$ cat src/inc/rtc_ctrl_pkg.sv
/*
  constants, field layout and bus carrier types for the rtc control and
  status block.
  assumes: a single 32-bit ahb-lite slave port, word accesses only,
  and neighbouring counter and unlock units that supply the status inputs.
*/
// Operation
// - value registers writable only while unlocked
// - unlock sets only during sequence; clears anytime
// - hazard bit shows possible rollover ripple
// - read-only phase bit marks second half
// - seconds write clears the phase bit
// - clock pin driven only when enabled and on
// - control register reset only at power-on
`default_nettype none
package rtc_ctrl_pkg;
  // ==========================================================
  // register map (byte addresses, low bits of haddr)
  localparam int ADDR_W = 8;
  localparam logic [7:0] CTRL_OFS = 8'h00;
  localparam logic [7:0] TIME_OFS = 8'h10;
  localparam logic [7:0] DATE_OFS = 8'h20;
  // ==========================================================
  // control word field positions
  localparam int CAL_LO = 16;
  localparam int CAL_W = 10;
  localparam int ON_BIT = 15;
  localparam int FRZ_BIT = 14;
  localparam int SIDL_BIT = 13;
  localparam int SECSEL_BIT = 7;
  localparam int CLKON_BIT = 6;
  localparam int UNLOCK_BIT = 3;
  localparam int HAZARD_BIT = 2;
  localparam int HALF_BIT = 1;
  localparam int OE_BIT = 0;
  // ==========================================================
  // reset values
  localparam logic [31:0] CTRL_RESET = 32'h0000_0000;
  localparam logic [31:0] RDATA_ZERO = 32'h0000_0000;
  // ==========================================================
  // bus phase tracking
  typedef enum logic [1:0] {
    PH_IDLE = 2'b00,
    PH_WRITE = 2'b01,
    PH_READ = 2'b10
  } bus_phase_t;
  // one register access, as seen by the register file
  typedef struct packed {
    logic wr;
    logic rd;
    logic [ADDR_W-1:0] addr;
    logic [31:0] wdata;
  } reg_req_t;
endpackage
`default_nettype wire

$ cat src/design/ahb_reg_port.sv
/*
  ahb-lite slave front end: turns address and data phases into one
  register request per transfer.
  assumes: single word transfers, one slave on the bus, hready fed back
  from this slave's hreadyout.
*/
`default_nettype none
module ahb_reg_port (
  // clock and power-on reset
  input wire logic hclk,
  input wire logic hresetn,
  // ahb-lite slave side
  input wire logic hsel,
  input wire logic [31:0] haddr,
  input wire logic [1:0] htrans,
  input wire logic hwrite,
  input wire logic hready,
  input wire logic [31:0] hwdata,
  output logic hreadyout,
  output logic hresp,
  // register side
  output rtc_ctrl_pkg::reg_req_t req
);
  // ==========================================================
  // address phase capture
  rtc_ctrl_pkg::bus_phase_t phase_q; // what the current data phase is
  logic [rtc_ctrl_pkg::ADDR_W-1:0] addr_q; // captured register address
  logic ready_q; // drives hreadyout
  logic start; // a transfer's address phase is taken

  // nonseq or seq both count; only htrans[1] matters
  assign start = hsel && htrans[1] && hready;

  // phase tracker: reads take one wait state so read data comes from a flop
  always_ff @(posedge hclk or negedge hresetn) begin
    if (!hresetn) begin
      phase_q <= rtc_ctrl_pkg::PH_IDLE;
      addr_q <= '0;
      ready_q <= 1'b1;
    end else if (start) begin
      addr_q <= haddr[rtc_ctrl_pkg::ADDR_W-1:0];
      phase_q <= hwrite ? rtc_ctrl_pkg::PH_WRITE : rtc_ctrl_pkg::PH_READ;
      ready_q <= hwrite; // stretch only reads
    end else begin
      // read wait ends here; writes finish with zero wait
      phase_q <= rtc_ctrl_pkg::PH_IDLE;
      ready_q <= 1'b1;
    end
  end

  // response is always okay
  always_ff @(posedge hclk or negedge hresetn) begin
    if (!hresetn) begin
      hresp <= 1'b0;
    end else begin
      hresp <= 1'b0;
    end
  end

  assign hreadyout = ready_q;

  // request out: write during write data phase, read fetch in the wait cycle
  always_comb begin
    req.wr = (phase_q == rtc_ctrl_pkg::PH_WRITE);
    req.rd = (phase_q == rtc_ctrl_pkg::PH_READ);
    req.addr = addr_q;
    req.wdata = hwdata;
  end
endmodule
`default_nettype wire

$ cat src/design/rtc_control_status.sv
/*
  control and status logic of the real-time clock: control register,
  value-register write lock, rollover read hazard flag, half-second phase,
  and gating of the clock output pin.
  assumes: hresetn is the power-on reset; other resets arrive on
  soft_reset; counter, prescaler and unlock units are neighbours that
  drive the status inputs synchronously to hclk.
*/
`default_nettype none
module rtc_control_status (
  // clock and power-on reset
  input wire logic hclk,
  input wire logic hresetn,
  // ahb-lite slave
  input wire logic hsel,
  input wire logic [31:0] haddr,
  input wire logic [1:0] htrans,
  input wire logic hwrite,
  input wire logic [2:0] hsize,
  input wire logic hready,
  input wire logic [31:0] hwdata,
  output logic hreadyout,
  output logic hresp,
  output logic [31:0] hrdata,
  // system status and non-power-on reset
  input wire logic soft_reset,
  input wire logic debug_mode,
  input wire logic cpu_idle,
  // from the unlock sequencer
  input wire logic unlock_seq_active,
  // from the counters and prescaler
  input wire logic half_tick,
  input wire logic rollover_ripple,
  input wire logic alarm_pulse,
  input wire logic [31:0] time_value,
  input wire logic [31:0] date_value,
  // to the counters
  output logic time_advance_en,
  output logic value_wr,
  output logic value_sel_date,
  output logic [31:0] value_wdata,
  output logic [9:0] drift_cal,
  // clock output pin
  output logic clk_out,
  output logic clk_out_en
);
  // ==========================================================
  // bus front end
  rtc_ctrl_pkg::reg_req_t req; // one access per transfer
  logic unused_size; // only word transfers are expected

  assign unused_size = ^hsize;

  ahb_reg_port u_port (
    .hclk(hclk),
    .hresetn(hresetn),
    .hsel(hsel),
    .haddr(haddr),
    .htrans(htrans),
    .hwrite(hwrite),
    .hready(hready),
    .hwdata(hwdata),
    .hreadyout(hreadyout),
    .hresp(hresp),
    .req(req)
  );

  // ==========================================================
  // decode
  logic wr_ctrl; // write to control word
  logic wr_value; // write aimed at time or date
  logic wr_value_ok; // that write while unlocked
  logic wr_time_ok; // accepted time write, holds seconds
  logic unlock_q; // value write unlock, declared here because the decode reads it

  // address decode, unmapped writes fall through and are ignored
  always_comb begin
    wr_ctrl = 1'b0;
    wr_value = 1'b0;
    if (req.addr == rtc_ctrl_pkg::CTRL_OFS) begin
      wr_ctrl = req.wr;
    end else if (req.addr == rtc_ctrl_pkg::TIME_OFS) begin
      wr_value = req.wr;
    end else if (req.addr == rtc_ctrl_pkg::DATE_OFS) begin
      wr_value = req.wr;
    end
  end

  assign wr_value_ok = wr_value && unlock_q;
  assign wr_time_ok = wr_value_ok && (req.addr == rtc_ctrl_pkg::TIME_OFS);

  // ==========================================================
  // control word storage, power-on reset only
  logic [9:0] cal_q; // drift calibration, passed on
  logic on_q; // module enable
  logic frz_q; // freeze request in debug
  logic sidl_q; // stop while cpu idles
  logic secsel_q; // 1 = seconds clock on pin, 0 = alarm pulse
  logic oe_q; // clock output enable
  logic clk_running_q; // read-only echo of running state

  // plain fields; soft_reset is deliberately not looked at here
  always_ff @(posedge hclk or negedge hresetn) begin
    if (!hresetn) begin
      cal_q <= rtc_ctrl_pkg::CTRL_RESET[rtc_ctrl_pkg::CAL_LO +: rtc_ctrl_pkg::CAL_W];
      frz_q <= rtc_ctrl_pkg::CTRL_RESET[rtc_ctrl_pkg::FRZ_BIT];
      sidl_q <= rtc_ctrl_pkg::CTRL_RESET[rtc_ctrl_pkg::SIDL_BIT];
      secsel_q <= rtc_ctrl_pkg::CTRL_RESET[rtc_ctrl_pkg::SECSEL_BIT];
      oe_q <= rtc_ctrl_pkg::CTRL_RESET[rtc_ctrl_pkg::OE_BIT];
    end else if (wr_ctrl) begin
      cal_q <= req.wdata[rtc_ctrl_pkg::CAL_LO +: rtc_ctrl_pkg::CAL_W];
      frz_q <= req.wdata[rtc_ctrl_pkg::FRZ_BIT];
      sidl_q <= req.wdata[rtc_ctrl_pkg::SIDL_BIT];
      secsel_q <= req.wdata[rtc_ctrl_pkg::SECSEL_BIT];
      oe_q <= req.wdata[rtc_ctrl_pkg::OE_BIT];
    end
  end

  // enable bit: guarded like the value registers, so a stray write cannot stop time
  always_ff @(posedge hclk or negedge hresetn) begin
    if (!hresetn) begin
      on_q <= rtc_ctrl_pkg::CTRL_RESET[rtc_ctrl_pkg::ON_BIT];
    end else if (wr_ctrl && unlock_q) begin
      on_q <= req.wdata[rtc_ctrl_pkg::ON_BIT];
    end
  end

  // unlock bit: clearing always works, setting needs the sequence
  always_ff @(posedge hclk or negedge hresetn) begin
    if (!hresetn) begin
      unlock_q <= rtc_ctrl_pkg::CTRL_RESET[rtc_ctrl_pkg::UNLOCK_BIT];
    end else if (wr_ctrl) begin
      if (!req.wdata[rtc_ctrl_pkg::UNLOCK_BIT]) begin
        unlock_q <= 1'b0;
      end else if (unlock_seq_active) begin
        unlock_q <= 1'b1;
      end
    end
  end

  // running echo lags the enable by a cycle
  always_ff @(posedge hclk or negedge hresetn) begin
    if (!hresetn) begin
      clk_running_q <= 1'b0;
    end else begin
      clk_running_q <= on_q;
    end
  end

  // ==========================================================
  // status flags
  logic hazard_q; // rollover may ripple through a read
  logic half_q; // second half of the current second

  // hazard follows the counters' ripple window; no ripple while off
  always_ff @(posedge hclk or negedge hresetn) begin
    if (!hresetn) begin
      hazard_q <= 1'b0;
    end else begin
      hazard_q <= on_q && rollover_ripple;
    end
  end

  // phase flips on each half tick while on; a seconds write restarts the second,
  // so the clear beats a coincident tick rather than losing the new value
  always_ff @(posedge hclk or negedge hresetn) begin
    if (!hresetn) begin
      half_q <= 1'b0;
    end else if (wr_time_ok) begin
      half_q <= 1'b0;
    end else if (half_tick && on_q) begin
      half_q <= ~half_q;
    end
  end

  // ==========================================================
  // value register write path, pipelined to the counters
  always_ff @(posedge hclk or negedge hresetn) begin
    if (!hresetn) begin
      value_wr <= 1'b0;
      value_sel_date <= 1'b0;
      value_wdata <= rtc_ctrl_pkg::RDATA_ZERO;
    end else begin
      value_wr <= wr_value_ok && !soft_reset;
      value_sel_date <= (req.addr == rtc_ctrl_pkg::DATE_OFS);
      value_wdata <= req.wdata;
    end
  end

  // ==========================================================
  // counter control and clock pin
  logic pin_src; // chosen clock source for the pin

  assign pin_src = secsel_q ? half_q : alarm_pulse;

  // time only advances while on, not frozen in debug, not idled
  always_ff @(posedge hclk or negedge hresetn) begin
    if (!hresetn) begin
      time_advance_en <= 1'b0;
      drift_cal <= '0;
    end else begin
      time_advance_en <= on_q && !(frz_q && debug_mode) && !(sidl_q && cpu_idle);
      drift_cal <= cal_q;
    end
  end

  // pin gate: output enable is the and of both bits, data held low when off
  always_ff @(posedge hclk or negedge hresetn) begin
    if (!hresetn) begin
      clk_out <= 1'b0;
      clk_out_en <= 1'b0;
    end else begin
      clk_out_en <= on_q && oe_q;
      clk_out <= on_q && pin_src;
    end
  end

  // ==========================================================
  // read back
  logic [31:0] ctrl_word; // control word as software sees it

  // freeze reads zero outside debug; unused bits read zero
  always_comb begin
    ctrl_word = '0;
    ctrl_word[rtc_ctrl_pkg::CAL_LO +: rtc_ctrl_pkg::CAL_W] = cal_q;
    ctrl_word[rtc_ctrl_pkg::ON_BIT] = on_q;
    ctrl_word[rtc_ctrl_pkg::FRZ_BIT] = frz_q && debug_mode;
    ctrl_word[rtc_ctrl_pkg::SIDL_BIT] = sidl_q;
    ctrl_word[rtc_ctrl_pkg::SECSEL_BIT] = secsel_q;
    ctrl_word[rtc_ctrl_pkg::CLKON_BIT] = clk_running_q;
    ctrl_word[rtc_ctrl_pkg::UNLOCK_BIT] = unlock_q;
    ctrl_word[rtc_ctrl_pkg::HAZARD_BIT] = hazard_q;
    ctrl_word[rtc_ctrl_pkg::HALF_BIT] = half_q;
    ctrl_word[rtc_ctrl_pkg::OE_BIT] = oe_q;
  end

  // read data taken in the wait cycle; unmapped reads return zero
  always_ff @(posedge hclk or negedge hresetn) begin
    if (!hresetn) begin
      hrdata <= rtc_ctrl_pkg::RDATA_ZERO;
    end else if (req.rd) begin
      if (req.addr == rtc_ctrl_pkg::CTRL_OFS) begin
        hrdata <= ctrl_word;
      end else if (req.addr == rtc_ctrl_pkg::TIME_OFS) begin
        hrdata <= time_value;
      end else if (req.addr == rtc_ctrl_pkg::DATE_OFS) begin
        hrdata <= date_value;
      end else begin
        hrdata <= rtc_ctrl_pkg::RDATA_ZERO;
      end
    end
  end
endmodule
`default_nettype wire

$ cat config.mk
export PLATFORM = sky130hd
export DESIGN_NAME = rtc_control_status
export DESIGN_NICKNAME = d
export VERILOG_FILES = /design/src/inc/rtc_ctrl_pkg.sv /design/src/design/ahb_reg_port.sv /design/src/design/rtc_control_status.sv
export SDC_FILE = /design/constraint.sdc
export NUM_CORES = 1
export LEC_CHECK = 0
export ABC_AREA = 1
export BUFFER_PORTS_ARGS = -buffer_cell sky130_fd_sc_hd__buf_2
export CAP_MARGIN = 30
export CORE_MARGIN = 5
export CORE_UTILIZATION = 49
export DETAILED_ROUTE_END_ITERATION = 8
export GPL_TIMING_DRIVEN = 1
export PLACE_DENSITY = 0.84
export RECOVER_POWER = 100
export SLEW_MARGIN = 25
export SYNTH_ARGS = -nofsm -noshare
export SYNTH_HDL_FRONTEND = slang
export SYNTH_SLANG_ARGS = --single-unit
$ cat constraint.sdc
create_clock -name hclk -period 2.5 [get_ports hclk]
set_input_delay 0.5 -clock hclk [delete_from_list [all_inputs] [get_ports hclk]]
set_output_delay 0.5 -clock hclk [all_outputs]
set_load 0.05 [all_outputs]
---- Word level (Yosys, flattened, before mapping) ----
Cells that the tools add are included.
storage, ports and cells
  bits in writable memories ............... 0
  bits in registers ....................... 109
  bits in latches ......................... 0
  bits in read-only memories .............. 0
  logic and storage cells ................. 62
  output and inout bits ................... 81
  memories ................................ 0
  bits of input ports ..................... 145
cells by class
  bitwise gates (word level) .............. 1
  magnitude comparators ................... 0
  reduce and logical (&&, ||, !) cells .... 20
  multipliers ............................. 0
  shifts and indexed selects .............. 0
  add/subtract/negate cells ............... 0
  div/mod/pow operators ................... 0
  muxes and demuxes ....................... 15
  eq/ne operators ......................... 5
operator list
  operator                                                                  number
  32-bit two-way mux                                                        3
  1-bit logical AND                                                         14
  1-bit two-way mux                                                         10
  8-bit by 5-bit == test with 1-bit output (second input constant)          1
  8-bit by 6-bit == test with 1-bit output (second input constant)          1
  8-bit zero test                                                           1
  2-bit two-way mux                                                         2
  1-bit zero test                                                           3
  2-bit by 1-bit == test with 1-bit output (second input constant)          1
  2-bit == test (second input constant)                                     1
  2-bit by 1-bit inequality test with 1-bit output (second input constant)  1
  2-bit AND reduction                                                       1
  2-bit nonzero test                                                        1
  1-bit NOT                                                                 1

---- Longest topological paths before layout ----
Gate-level depths: netlist of the first run.
  depth after elaboration ................. 7
  depth in mapped cells ................... 10
  depth with buffers taken out ............ 9

---- Modules after synthesis ----
Synthesis of the first run repeated with hierarchy kept, for this count alone.
unflattened totals
  cell total of the unflattened synthesis .. 510
  area, all modules ....................... 4760.8 um2
modules (own cells, without submodules)
  module              cells an instance  instances  area each (um2)
  rtc_control_status  429                1          4033.9
  ahb_reg_port        81                 1          726.9

---- Worst setup path before layout of the first run ----
No wires, ideal clock.
  kind .................................... register -> register
  start point ............................. register u_port.addr_q[3] in the netlist's numbering
  end point ............................... register cal_q[3]
  required time ........................... 2.381 ns
  path slack .............................. 1.267 ns
  stages on the path, launching flop included .. 8
  setup time .............................. 0.119 ns
  arrival time ............................ 1.114 ns
  path through ............................ dfrtp_1 > nor2_1 > nand2_2 > nor2_8 > nand2_4 > buf_6 > nor2_2 > a21oi_2
between the ends
  word-level cells in the longest chain between the ends .. 2
ends and longest elaborated chain
  what                      line                       text
  start: declaration        ahb_reg_port.sv:27         logic [rtc_ctrl_pkg::ADDR_W-1:0] addr_q;
  start signal: assignment  ahb_reg_port.sv:41         addr_q <= haddr[rtc_ctrl_pkg::ADDR_W-1:0];
  8-bit zero test           rtc_control_status.sv:80   if (req.addr == rtc_ctrl_pkg::CTRL_OFS) begin
  1-bit two-way mux         rtc_control_status.sv:80
  end signal: assignment    rtc_control_status.sv:105  cal_q <= rtc_ctrl_pkg::CTRL_RESET[rtc_ctrl_pkg::CAL_LO +: rtc_ctrl_pkg::CAL_W];
  end signal: assignment    rtc_control_status.sv:111  cal_q <= req.wdata[rtc_ctrl_pkg::CAL_LO +: rtc_ctrl_pkg::CAL_W];
  end: declaration          rtc_control_status.sv:94   logic [9:0] cal_q;
Every way passes these cells.
A chain may end at the register's enable or synchronous reset.

---- Final worst setup path of the first run ----
  start point ............................. register u_port.addr_q[3] in the netlist's numbering
  end point ............................... register hrdata[20]
between the ends
  word-level cells in the longest chain between the ends .. 4
  elaborated cells between the ends (all ways) .. 6
  those cells by class .................... eq/ne (2); mux (3); reduce/logical (1)
ends and longest elaborated chain
  what                                      line                       text
  8-bit by 6-bit == test with 1-bit output  rtc_control_status.sv:246  end else if (req.addr == rtc_ctrl_pkg::DATE_OFS) begin
  32-bit two-way mux                        rtc_control_status.sv:246
  32-bit two-way mux                        rtc_control_status.sv:244  end else if (req.addr == rtc_ctrl_pkg::TIME_OFS) begin
  32-bit two-way mux (*)                    rtc_control_status.sv:242  if (req.addr == rtc_ctrl_pkg::CTRL_OFS) begin
  end signal: assignment                    rtc_control_status.sv:243  hrdata <= ctrl_word;
  end signal: assignment                    rtc_control_status.sv:245  hrdata <= time_value;
  end signal: assignment                    rtc_control_status.sv:247  hrdata <= date_value;
  end: declaration                          rtc_control_status.sv:24   output logic [31:0] hrdata,
Every way passes the cells marked *; elsewhere a longest branch is shown, timed or not.

==> impl_results.rst, run 1 <==
.. list-table::
   :header-rows: 1

   * - Metric
     - Value
   * - Total number of H-tree levels
     - 3
   * - Number of resized instances in the post-cts repair step
     - 0
   * - First-pass DRT Iterations
     - 4
   * - Maximum ir drop on the vdd rail
     - approximately 280 uV
   * - Wire length of the first global-routing pass
     - 17.87 mm
   * - Launching point of the worst reg2reg path
     - u_port.addr_q[3]
   * - Wire length per cell after detailed routing
     - 14.71 um
   * - Crit path arrival time
     - 2270 ps
   * - Clk root buf
     - sky130_fd_sc_hd__clkbuf_8
   * - R2r endpoint
     - hrdata[20]
   * - DRC violation count after routing
     - 0
   * - Slew Limit Headroom
     - 30.92%
   * - Post-synthesis async set-or-reset flop share
     - 100.0%
   * - Cell-internal power
     - 2.424 mW
   * - Setup ws final
     - 534.3 ps
   * - Final Skew
     - about 30 ps
   * - Worst Setup Path Type
     - flop to flop
   * - Fillers
     - 812
   * - Max FO, Critical Path
     - 21
   * - Aggregate routed wire length
     - about 11 mm
   * - Cell area after synthesis
     - 4404 sq um
   * - Top Ports
     - roughly 230
   * - Clock tree sinks
     - 109
   * - Maximum clock path buffer count
     - 2
   * - Yosys top cell by area
     - sky130_fd_sc_hd__dfrtp_1
   * - Number of synthesized register bits
     - roughly 110
   * - Number of hold buffers added after cts
     - 0
   * - Logic gate share of total power
     - 17.7%
   * - FF-to-FF path depth
     - 7
   * - Portion of the post-synthesis area used by sequential elements
     - 61.96%
   * - Worst hold path type
     - input pin to flop
   * - Clock latency on the worst-skew pair
     - 370 ps
   * - Sequential share of power
     - 53.3%
   * - Switching Power
     - 1.191 mW
   * - Hold Path Depth
     - 1
   * - Die outline width
     - approximately 100 um
   * - Switching share of power
     - around 33%
   * - Inserted Diodes
     - 0
   * - Total vias in the final route
     - 3757
   * - Worst Tran Pin Value
     - between 1000 and 1500 ps
   * - Category of the worst setup path launch point
     - flop
   * - Minimum setup slack among reg-to-reg paths
     - approximately 530 ps
   * - Net count of the mapped netlist
     - 606
   * - Count of antenna-violating nets left after detailed routing
     - 0
   * - Count of max-cap constraint violations
     - 0
   * - Number of global-route vias before repair
     - around 3600
   * - Effective utilization at floorplan
     - 50.50%
   * - Share of layout cells above drive strength 1
     - approximately a quarter
   * - Pin count of the biggest net entering global routing
     - 53
   * - All-layer global routing usage
     - 20.04%
   * - Dominant cells by area after synthesis
     - sky130_fd_sc_hd__dfrtp_1 (61%), sky130_fd_sc_hd__nand2_1 (11%), sky130_fd_sc_hd__nand3_1 (8.4%), sky130_fd_sc_hd__a21oi_1 (3.0%), sky130_fd_sc_hd__a21oi_2 (2.6%)
   * - Grt ovf
     - 0
   * - Clk network pwr share
     - between 20% and 30%
   * - Leakage power summed over all cells
     - roughly 3 nW
   * - Share of the clock period used by the worst path
     - 78.63%
   * - Synthesized netlist cell count
     - 461
   * - CTS clock-pin slew for the worst setup and hold paths
     - 130 ps
   * - Final layout net count
     - 796
   * - Vert. Die Dim
     - 104.8 um
   * - Power density of the placed cells
     - 659.7 nW/um^2
   * - Total die area
     - about 11000 sq um
   * - Finished Cell Area
     - about 5500 sq um
   * - Unrepaired setup endpoints after global routing
     - no
   * - Via/cell ratio
     - slightly below 5
   * - Std-Cell Rows
     - 34
   * - Unique cell type count in the Yosys netlist
     - 24
   * - Endpoint kind of the worst setup timing path
     - flop
   * - Setup WS pre-CTS
     - approximately 740 ps
   * - Clock period minus final worst setup slack
     - 1966 ps
   * - Final count of pins violating max slew
     - 0
   * - Final cell count without fillers
     - 764
   * - Count of endpoints failing setup in the final report
     - 0
   * - Top flip-flop cell by instance count after synthesis
     - sky130_fd_sc_hd__dfrtp_1
   * - Per-instance average area after synthesis
     - 9.554 sq um
   * - Critical Path End
     - hrdata[20]
   * - Launching element of the worst setup path
     - u_port.addr_q[3]
   * - Summed negative setup slack over all endpoints
     - 0 ps
   * - Maximum clock frequency
     - 0.5087 GHz
   * - Data required time at the worst endpoint
     - 2800 ps
   * - Top cells by instance count after synthesis
     - sky130_fd_sc_hd__nand2_1 (134), sky130_fd_sc_hd__dfrtp_1 (108), sky130_fd_sc_hd__nand3_1 (74), sky130_fd_sc_hd__inv_1 (28), sky130_fd_sc_hd__a21oi_1 (26)
   * - Clock tree from TritonCTS
     - yes
   * - Number of buffers created by CTS
     - 9
   * - Post-CTS setup repair buffer count
     - 0
   * - YS warnings
     - 0
   * - Synth-to-layout area growth
     - 24.43%
   * - Leading cell type by number of instances after synthesis
     - sky130_fd_sc_hd__nand2_1
   * - Endpoints failing hold
     - 0
   * - Placed Instances
     - 748
   * - Area share of the leading cell type in the synthesized netlist
     - 61.36%
   * - Outcome
     - finished clean
   * - Placed instance area
     - 5445 sq um
   * - Buffers added on ports
     - between 150 and 200
   * - Violation count after the first detailed-route iteration
     - 162
   * - Last weighted congestion value of the routability-driven placer
     - 0.7568
   * - EDFF count, synth
     - 0
   * - Core area
     - 8721 sq um
   * - Placed wire-length estimate after detailed placement
     - 8.553 mm
   * - Number of antenna violations at the first check in global routing
     - 0
through the flow:
| step | hold WS [ps] | total power [mW] | util (%) |
|---|---|---|---|
| after floorplan | 204.4 | 2.381 | - |
| after global placement | 360.0 | 2.617 | 62.44 |
| after detailed placement | 359.9 | 2.638 | 62.44 |
| after CTS | 113.8 | 3.680 | 64.75 |
| after global routing | 194.5 | 3.777 | 62.84 |
| final | 217.0 | 3.616 | 62.84 |
power groups by stage:
stage	sequential [mW]	clock, mW	combinational, mW
2_1_floorplan	2.22	0	0.156
3_3_place_gp	1.95	0	0.665
3_5_place_dp	1.96	0	0.678
4_1_cts	1.92	1.07	0.680
5_1_grt	1.94	1.15	0.690
6_report	1.93	1.05	0.640
layer usage:
metal	routed length [um]	GRT usage, %	vias to the layer above	part of all wire, %
met5	0	0	-	0
met4	125	6.484	0	1.1
met3	781	4.501	10	6.9
met2	5662	33.90	143	50
met1	4671	25.63	1758	42
li1	-	-	1846	-
worst min-delay path by stage:
stage,end,from
floorplan,cal_q[0],hresetn
global placement,drift_cal[5],cal_q[5]
detailed placement,drift_cal[2],cal_q[2]
CTS,drift_cal[7],hresetn
global route,value_wdata[31],hwdata[31]
finish,value_wdata[31],hwdata[31]
state kept, by name, summed over array words and instances (netlist names):
signal,flops
on_q,1
u_port.hreadyout,1
clk_running_q,1
unlock_q,1
secsel_q,1
half_q,1
u_port.phase_q,2
oe_q,1
value_wr,1
hazard_q,1
value_wdata,32
drift_cal,10
cal_q,10
time_advance_en,1
frz_q,1
clk_out,1
hrdata,32
sidl_q,1
value_sel_date,1
clk_out_en,1
u_port.addr_q,8
placed cells by master (no fill, tap or decap), types with 2 or more instances in the layout:
cell type / count
sky130_fd_sc_hd__a21oi_1: 26
sky130_fd_sc_hd__a21oi_2: 13
sky130_fd_sc_hd__buf_2: 100
sky130_fd_sc_hd__buf_4: 6
sky130_fd_sc_hd__clkbuf_1: 96
sky130_fd_sc_hd__clkbuf_8: 9
sky130_fd_sc_hd__clkinv_8: 2
sky130_fd_sc_hd__dfrtp_1: 108
sky130_fd_sc_hd__inv_1: 29
sky130_fd_sc_hd__inv_2: 4
sky130_fd_sc_hd__inv_6: 2
sky130_fd_sc_hd__inv_8: 2
sky130_fd_sc_hd__mux2_2: 4
sky130_fd_sc_hd__nand2_1: 134
sky130_fd_sc_hd__nand2_2: 4
sky130_fd_sc_hd__nand3_1: 74
sky130_fd_sc_hd__nor2_1: 27
sky130_fd_sc_hd__nor2_2: 2
sky130_fd_sc_hd__nor3_1: 3
sky130_fd_sc_hd__o21ai_0: 4
logic make-up after synthesis:
kind of cell	share of synthesized area, %
multiplexers	1.023
other	0.08515
AND/OR/NAND/NOR	24.46
flip-flops	61.96
XOR/XNOR	0.1989
AO/OA/AOI/OAI	5.994
buffers and inverters	6.278
worst max-delay path, cell delays in order (launching register included):
cell                      delay, ps
sky130_fd_sc_hd__dfrtp_1        390
sky130_fd_sc_hd__nor2_1         130
sky130_fd_sc_hd__nand2_2         90
sky130_fd_sc_hd__nor2_1         460
sky130_fd_sc_hd__inv_1          480
sky130_fd_sc_hd__nand3_1        250
sky130_fd_sc_hd__nand2_1         70
sky130_fd_sc_hd__nand2_1         50
cell type report:
| cell class | count | area (sq um) | share of cell area, % |
|---|---|---|---|
| Timing Repair Buffer | 204 | 930.9 | 16.99 |
| Multi-Input combinational cell | 294 | 1360 | 24.82 |
| Inverter | 33 | 123.9 | 2.260 |
| Sequential cell | 109 | 2729 | 49.79 |
| Clock inverter | 7 | 77.57 | 1.416 |
| Clock buffer | 9 | 123.9 | 2.260 |
| Tap cell | 108 | 135.1 | 2.466 |
Note: power is estimated with default switching activity, not from simulation.
==> inputs of run 2 (changes only) <==
--- a/config.mk
+++ b/config.mk
@@ -9,10 +9,10 @@
 export BUFFER_PORTS_ARGS = -buffer_cell sky130_fd_sc_hd__buf_2
 export CAP_MARGIN = 30
 export CORE_MARGIN = 5
-export CORE_UTILIZATION = 49
+export CORE_UTILIZATION = 45
 export DETAILED_ROUTE_END_ITERATION = 8
 export GPL_TIMING_DRIVEN = 1
-export PLACE_DENSITY = 0.84
+export PLACE_DENSITY = 0.78
 export RECOVER_POWER = 100
 export SLEW_MARGIN = 25
 export SYNTH_ARGS = -nofsm -noshare
==> constraint.sdc (replaced) <==
create_clock -name hclk -period 2 [get_ports hclk]
set_input_delay 0.4 -clock hclk [delete_from_list [all_inputs] [get_ports hclk]]
set_output_delay 0.4 -clock hclk [all_outputs]
set_load 0.05 [all_outputs]
==> impl_results.rst, run 2 (synthesis gave the netlist of run 1 again) <==
.. list-table::
   :header-rows: 1

   * - Metric
     - Value
   * - Inserted Diodes
     - 0
   * - Wire length of the first global-routing pass
     - 17.28 mm
   * - Logic gate share of total power
     - 18.2%
   * - Cell-internal power
     - 3.034 mW
   * - Post-CTS setup repair buffer count
     - 0
   * - Category of the worst setup path launch point
     - flop
   * - Pin count of the biggest net entering global routing
     - 43
   * - Crit path arrival time
     - 1360 ps
   * - Maximum ir drop on the vdd rail
     - ~390 uV
   * - FF-to-FF path depth
     - 7
   * - Core area
     - 9639 sq um
   * - Placed wire-length estimate after detailed placement
     - ~8.4 mm
   * - Startpoint of the lowest-slack hold path
     - hwdata[4]
   * - R2r endpoint
     - hrdata[19]
   * - DRC violation count after routing
     - 0
   * - Clk network pwr share
     - between 20% and 30%
   * - Worst Tran Pin Value
     - 970.3 ps
   * - Final cell count without fillers
     - between 700 and 800
   * - Synth-to-layout area growth
     - 25.88%
   * - Maximum clock frequency
     - 0.5694 GHz
   * - Worst Setup Path Type
     - flop to primary output
   * - Total number of H-tree levels
     - 3
   * - Placed instance area
     - about 5500 sq um
   * - Share of layout cells above drive strength 1
     - 23.67%
   * - Final layout net count
     - 800
   * - Number of buffers created by CTS
     - 9
   * - Count of endpoints failing setup in the final report
     - 0
   * - Top cell family by delay on the critical path
     - flip-flops
   * - Clock period minus final worst setup slack
     - 1756 ps
   * - Std-Cell Rows
     - 36
   * - Buffers added on ports
     - 196
   * - Placed Instances
     - ~780
   * - Largest stage delay on the critical path
     - 540 ps
   * - Number of resized instances in the post-cts repair step
     - 0
   * - Highest-count cells in the layout ignoring fill and taps
     - sky130_fd_sc_hd__nand2_1 (134), sky130_fd_sc_hd__dfrtp_1 (108), sky130_fd_sc_hd__buf_2 (100), sky130_fd_sc_hd__clkbuf_1 (95), sky130_fd_sc_hd__nand3_1 (74)
   * - Final Skew
     - 10.58 ps
   * - Switching share of power
     - 32.00%
   * - Endpoints failing hold
     - 0
   * - Outcome
     - finished clean
   * - Unrepaired setup endpoints after global routing
     - no
   * - CTS clock-pin slew for the worst setup and hold paths
     - ~110 ps
   * - Max stage delay cell, worst path
     - sky130_fd_sc_hd__dfstp_2
   * - Share of the clock period used by the worst path
     - 87.81%
   * - Minimum setup slack among reg-to-reg paths
     - 340 ps
   * - Launching point of the worst reg2reg path
     - u_port.addr_q[1]
   * - Vert. Die Dim
     - ~110 um
   * - Clock latency on the worst-skew pair
     - around 370 ps
   * - Last weighted congestion value of the routability-driven placer
     - 0.8100
   * - Wire length per cell after detailed routing
     - 14.05 um
   * - First-pass DRT Iterations
     - 6
   * - Effective utilization at floorplan
     - 45.69%
   * - Count of antenna-violating nets left after detailed routing
     - 0
   * - Final count of pins violating max slew
     - 0
   * - Sequential share of power
     - 53.9%
   * - Number of buffer and inverter instances along the worst setup path
     - 1
   * - Hold Path Depth
     - 1
   * - Aggregate routed wire length
     - around 11 mm
   * - Slew Limit Headroom
     - 35.31%
   * - Die outline width
     - 108.9 um
   * - Most common library cell in the layout ignoring fill and taps
     - sky130_fd_sc_hd__nand2_1
   * - Number of antenna violations at the first check in global routing
     - 0
   * - Violation count after the first detailed-route iteration
     - between 150 and 200
   * - Number of global-route vias before repair
     - about 3600
   * - Grt ovf
     - 0
   * - Power density of the placed cells
     - 804.8 nW/um^2
   * - Largest regs
     - hrdata: 32 flops, value_wdata: 32 flops
   * - Cell chain of the critical path
     - clkbuf_1
   * - Summed negative setup slack over all endpoints
     - 0 ps
   * - Maximum clock path buffer count
     - 2
   * - Total vias in the final route
     - 3697
   * - End point of the worst hold path
     - value_wdata[4]
   * - Leakage power summed over all cells
     - 2.949 nW
   * - Top Ports
     - about 230
   * - Total die area
     - 11870 sq um
   * - Finished Cell Area
     - 5544 sq um
   * - Clock tree sinks
     - approximately 110
   * - Hold WS
     - 129.4 ps
   * - Switching Power
     - 1.428 mW
   * - Worst hold path type
     - input pin to flop
   * - Setup ws final
     - 243.8 ps
   * - All-layer global routing usage
     - a little under a fifth
   * - Clock tree from TritonCTS
     - yes
   * - Max FO, Critical Path
     - 1
   * - Setup WS pre-CTS
     - 434.2 ps
   * - Clk root buf
     - sky130_fd_sc_hd__clkbuf_8
   * - Endpoint kind of the worst setup timing path
     - primary output
   * - Count of max-cap constraint violations
     - 0
   * - Data required time at the worst endpoint
     - about 1600 ps
   * - Via/cell ratio
     - 4.668
==> run 2: power by group through the flow <==
stage	clock, mW	combinational, mW	sequential, mW
floorplan	0	0.195	2.78
global placement	0	0.839	2.44
detailed placement	0	0.854	2.45
CTS	1.28	0.857	2.40
global route	1.37	0.874	2.42
finish	1.24	0.811	2.41
==> run 2: what timing repair did <==
item	4_1_cts	5_1_grt
hold buffers	1	0
hold endpoints to repair	2	0
endpoints found under the setup margin	0	0
==> run 2: metrics by stage <==
| step | power, mW | util, % |
|---|---|---|
| after floorplan | 2.976 | - |
| after global placement | 3.279 | 57.05 |
| after detailed placement | 3.301 | 57.05 |
| after CTS | 4.543 | 59.03 |
| after global routing | 4.671 | 57.52 |
| final | 4.462 | 57.52 |
==> run 2: cell type report <==
type	instances	area (sq um)
well taps	133	166.4
clock buffers	10	137.6
fillers	959	4095
clock inverters	5	43.79
repair buffers	208	964.7
flip-flops and latches	109	2729
multi-input cells	294	1379
inverters	33	123.9
==> run 2: worst max path at each step <==
stage                     startpoint         to  slack [ps]  cells past startpoint
floorplan           u_port.addr_q[3]   cal_q[3]         770                      7
global route                 hresetn   cal_q[8]         170                      3
detailed placement  u_port.addr_q[3]   unlock_q         430                      6
CTS                 u_port.addr_q[3]   unlock_q         420                      6
finish              u_port.hreadyout  hreadyout         240                      1
global placement    u_port.addr_q[3]   cal_q[2]         450                      6
==> run 2: routing by layer <==
metal | vias up | wire [um] | track usage (%)
li1 | 1851 | - | -
met4 | 0 | 193 | 6.402
met1 | 1710 | 4678 | 24.10
met5 | - | 0 | 0
met3 | 16 | 814 | 3.848
met2 | 120 | 5443 | 31.14
==> inputs of run 3 (changes only) <==
--- a/config.mk
+++ b/config.mk
@@ -14,6 +14,7 @@
 export GPL_TIMING_DRIVEN = 1
 export PLACE_DENSITY = 0.78
 export RECOVER_POWER = 100
+export SETUP_SLACK_MARGIN = 0.4
 export SLEW_MARGIN = 25
 export SYNTH_ARGS = -nofsm -noshare
 export SYNTH_HDL_FRONTEND = slang
==> impl_results.rst, run 3 (synthesis gave the netlist of run 1 again) <==
.. list-table::
   :header-rows: 1

   * - Metric
     - Value
   * - Most common library cell in the layout ignoring fill and taps
     - sky130_fd_sc_hd__nand2_1
   * - Detailed route wirelength on metal2
     - 5.445 mm
   * - FF-to-FF path depth
     - 7
   * - R2r endpoint
     - hrdata[21]
   * - Data required time at the worst endpoint
     - 1600 ps
   * - Pin count of the biggest net entering global routing
     - 43
   * - Hold WS
     - 128.7 ps
   * - Clock latency on the worst-skew pair
     - 370 ps
   * - Worst Setup Path Type
     - flop to primary output
   * - Max FO, Critical Path
     - 1
   * - Summed negative setup slack over all endpoints
     - 0 ps
   * - Number of global-route vias before repair
     - 3571
   * - Std-Cell Rows
     - 36
   * - Slew Limit Headroom
     - 56.06%
   * - Inserted Diodes
     - 0
   * - Effective utilization at floorplan
     - 45.69%
   * - Setup ws final
     - 245.6 ps
   * - Vert. Die Dim
     - 108.9 um
   * - Number of antenna violations at the first check in global routing
     - 0
   * - Clock period minus final worst setup slack
     - 1754 ps
   * - Buffers added on ports
     - slightly below 200
   * - Aggregate routed wire length
     - 11.16 mm
   * - Post-route met1 wirelength
     - 4.664 mm
   * - Count of endpoints failing setup in the final report
     - 0
   * - Clk network pwr share
     - 27.9%
   * - Highest-count cells in the layout ignoring fill and taps
     - sky130_fd_sc_hd__nand2_1 (135), sky130_fd_sc_hd__dfrtp_1 (108), sky130_fd_sc_hd__buf_2 (100), sky130_fd_sc_hd__clkbuf_1 (96), sky130_fd_sc_hd__nand3_1 (74)
   * - Total die area
     - around 12000 sq um
   * - Clk root buf
     - sky130_fd_sc_hd__clkbuf_8
   * - Outcome
     - finished clean
   * - Worst hold path type
     - input pin to flop
   * - Last weighted congestion value of the routability-driven placer
     - 0.8100
   * - Power density of the placed cells
     - 803.0 nW/um^2
   * - Maximum clock path buffer count
     - 2
   * - Logic gate share of total power
     - 18.1%
   * - Total vias in the final route
     - 3722
   * - Top routing layer used
     - met4
   * - Number of buffers created by CTS
     - 9
   * - Count of max-cap constraint violations
     - 0
   * - Hold Path Depth
     - 1
   * - Startpoint of the lowest-slack hold path
     - hwdata[4]
   * - CTS clock-pin slew for the worst setup and hold paths
     - 110 ps
   * - DRC violation count after routing
     - 0
   * - Final layout net count
     - 801
   * - Clock tree sinks
     - 109
   * - Synth-to-layout area growth
     - 25.99%
   * - Sequential share of power
     - between 50 and 60%
   * - Cell-internal power
     - 3.031 mW
   * - Violation count after the first detailed-route iteration
     - between 150 and 200
   * - All-layer global routing usage
     - 18.62%
   * - Setup WS pre-CTS
     - 434.2 ps
   * - Total number of H-tree levels
     - 3
   * - Final cell utilization of the core
     - 57.57%
   * - Unrepaired setup endpoints after global routing
     - yes
   * - Launching point of the worst reg2reg path
     - u_port.addr_q[1]
   * - Cell chain of the critical path
     - clkbuf_1
   * - Leakage power summed over all cells
     - 2.938 nW
   * - Share of layout cells above drive strength 1
     - 24.09%
   * - Total chip power
     - 4.456 mW
   * - Maximum ir drop on the vdd rail
     - between 300 and 400 uV
   * - Fillers
     - 959
   * - Category of the worst setup path launch point
     - flop
   * - Top cell family by delay on the critical path
     - flip-flops
   * - Worst Tran Pin Value
     - between 600 and 700 ps
   * - Top Ports
     - about 230
   * - Placed wire-length estimate after detailed placement
     - 8.439 mm
   * - Largest regs
     - hrdata: 32 flops, value_wdata: 32 flops
   * - Via/cell ratio
     - 4.694
   * - Wire length per cell after detailed routing
     - 14.08 um
   * - Max stage delay cell, worst path
     - sky130_fd_sc_hd__dfstp_2
   * - Maximum clock frequency
     - approximately 0.57 GHz
   * - Switching share of power
     - 31.98%
   * - Met3 wirelength from detailed routing
     - 859 um
   * - Switching Power
     - about 1.4 mW
   * - Minimum setup slack among reg-to-reg paths
     - 380 ps
   * - Die outline width
     - 108.9 um
   * - Share of the clock period used by the worst path
     - between 80% and 90%
   * - Largest stage delay on the critical path
     - 530 ps
   * - End point of the worst hold path
     - value_wdata[4]
   * - Endpoints failing hold
     - 0
   * - Grt ovf
     - 0
   * - Final Skew
     - 11.79 ps
   * - Final count of pins violating max slew
     - 0
   * - Count of antenna-violating nets left after detailed routing
     - 0
   * - First-pass DRT Iterations
     - 6
   * - Core area
     - 9639 sq um
   * - Endpoint kind of the worst setup timing path
     - primary output
   * - Clock tree from TritonCTS
     - yes
   * - Wire length of the first global-routing pass
     - ~17 mm
   * - Crit path arrival time
     - 1350 ps
   * - Number of buffer and inverter instances along the worst setup path
     - 1
[run 3: power groups by stage]
stage / clock network (mW) / logic (mW) / registers [mW]
finish: 1.24 / 0.807 / 2.41
global route: 1.37 / 0.870 / 2.42
CTS: 1.28 / 0.857 / 2.40
detailed placement: 0 / 0.854 / 2.45
global placement: 0 / 0.839 / 2.44
floorplan: 0 / 0.195 / 2.78
[run 3: worst max path at each step]
stage / start / to / slack, ps / cells past startpoint
after floorplan: u_port.addr_q[3] / cal_q[3] / 770 / 7
after global placement: u_port.addr_q[3] / cal_q[2] / 450 / 6
after detailed placement: u_port.addr_q[3] / unlock_q / 430 / 6
after CTS: u_port.addr_q[3] / unlock_q / 420 / 6
after global routing: u_port.hreadyout / hreadyout / 200 / 1
final: u_port.hreadyout / hreadyout / 250 / 1
[run 3: timing repair]
action	4_1_cts	5_1_grt
hold buffers	1	0
hold endpoints to repair	2	0
endpoints found under the setup margin	0	25
gates resized for setup	0	3
setup buffers	0	1
[run 3: stage by stage]
step	area, sq um	cells
after detailed placement	5499	776
final	5549	793
after floorplan	4404	461
after CTS	5690	792
after global routing	5549	793
after global placement	5499	776
[run 3: final cells by class]
cell class,instances,area [sq um],share of cell area (%)
Clock buffer,10,137.6,2.480
Clock inverter,5,43.79,0.7892
Inverter,33,127.6,2.300
Multi-Input combinational cell,294,1389,25.03
Sequential cell,109,2729,49.18
Tap cell,133,166.4,2.999
Timing Repair Buffer,209,955.9,17.23
[run 3: per-layer routing]
layer	GRT usage [%]	vias up
met1	24.10	1720
met3	3.848	16
met4	6.402	0
met5	0	-
li1	-	1848
met2	31.14	138
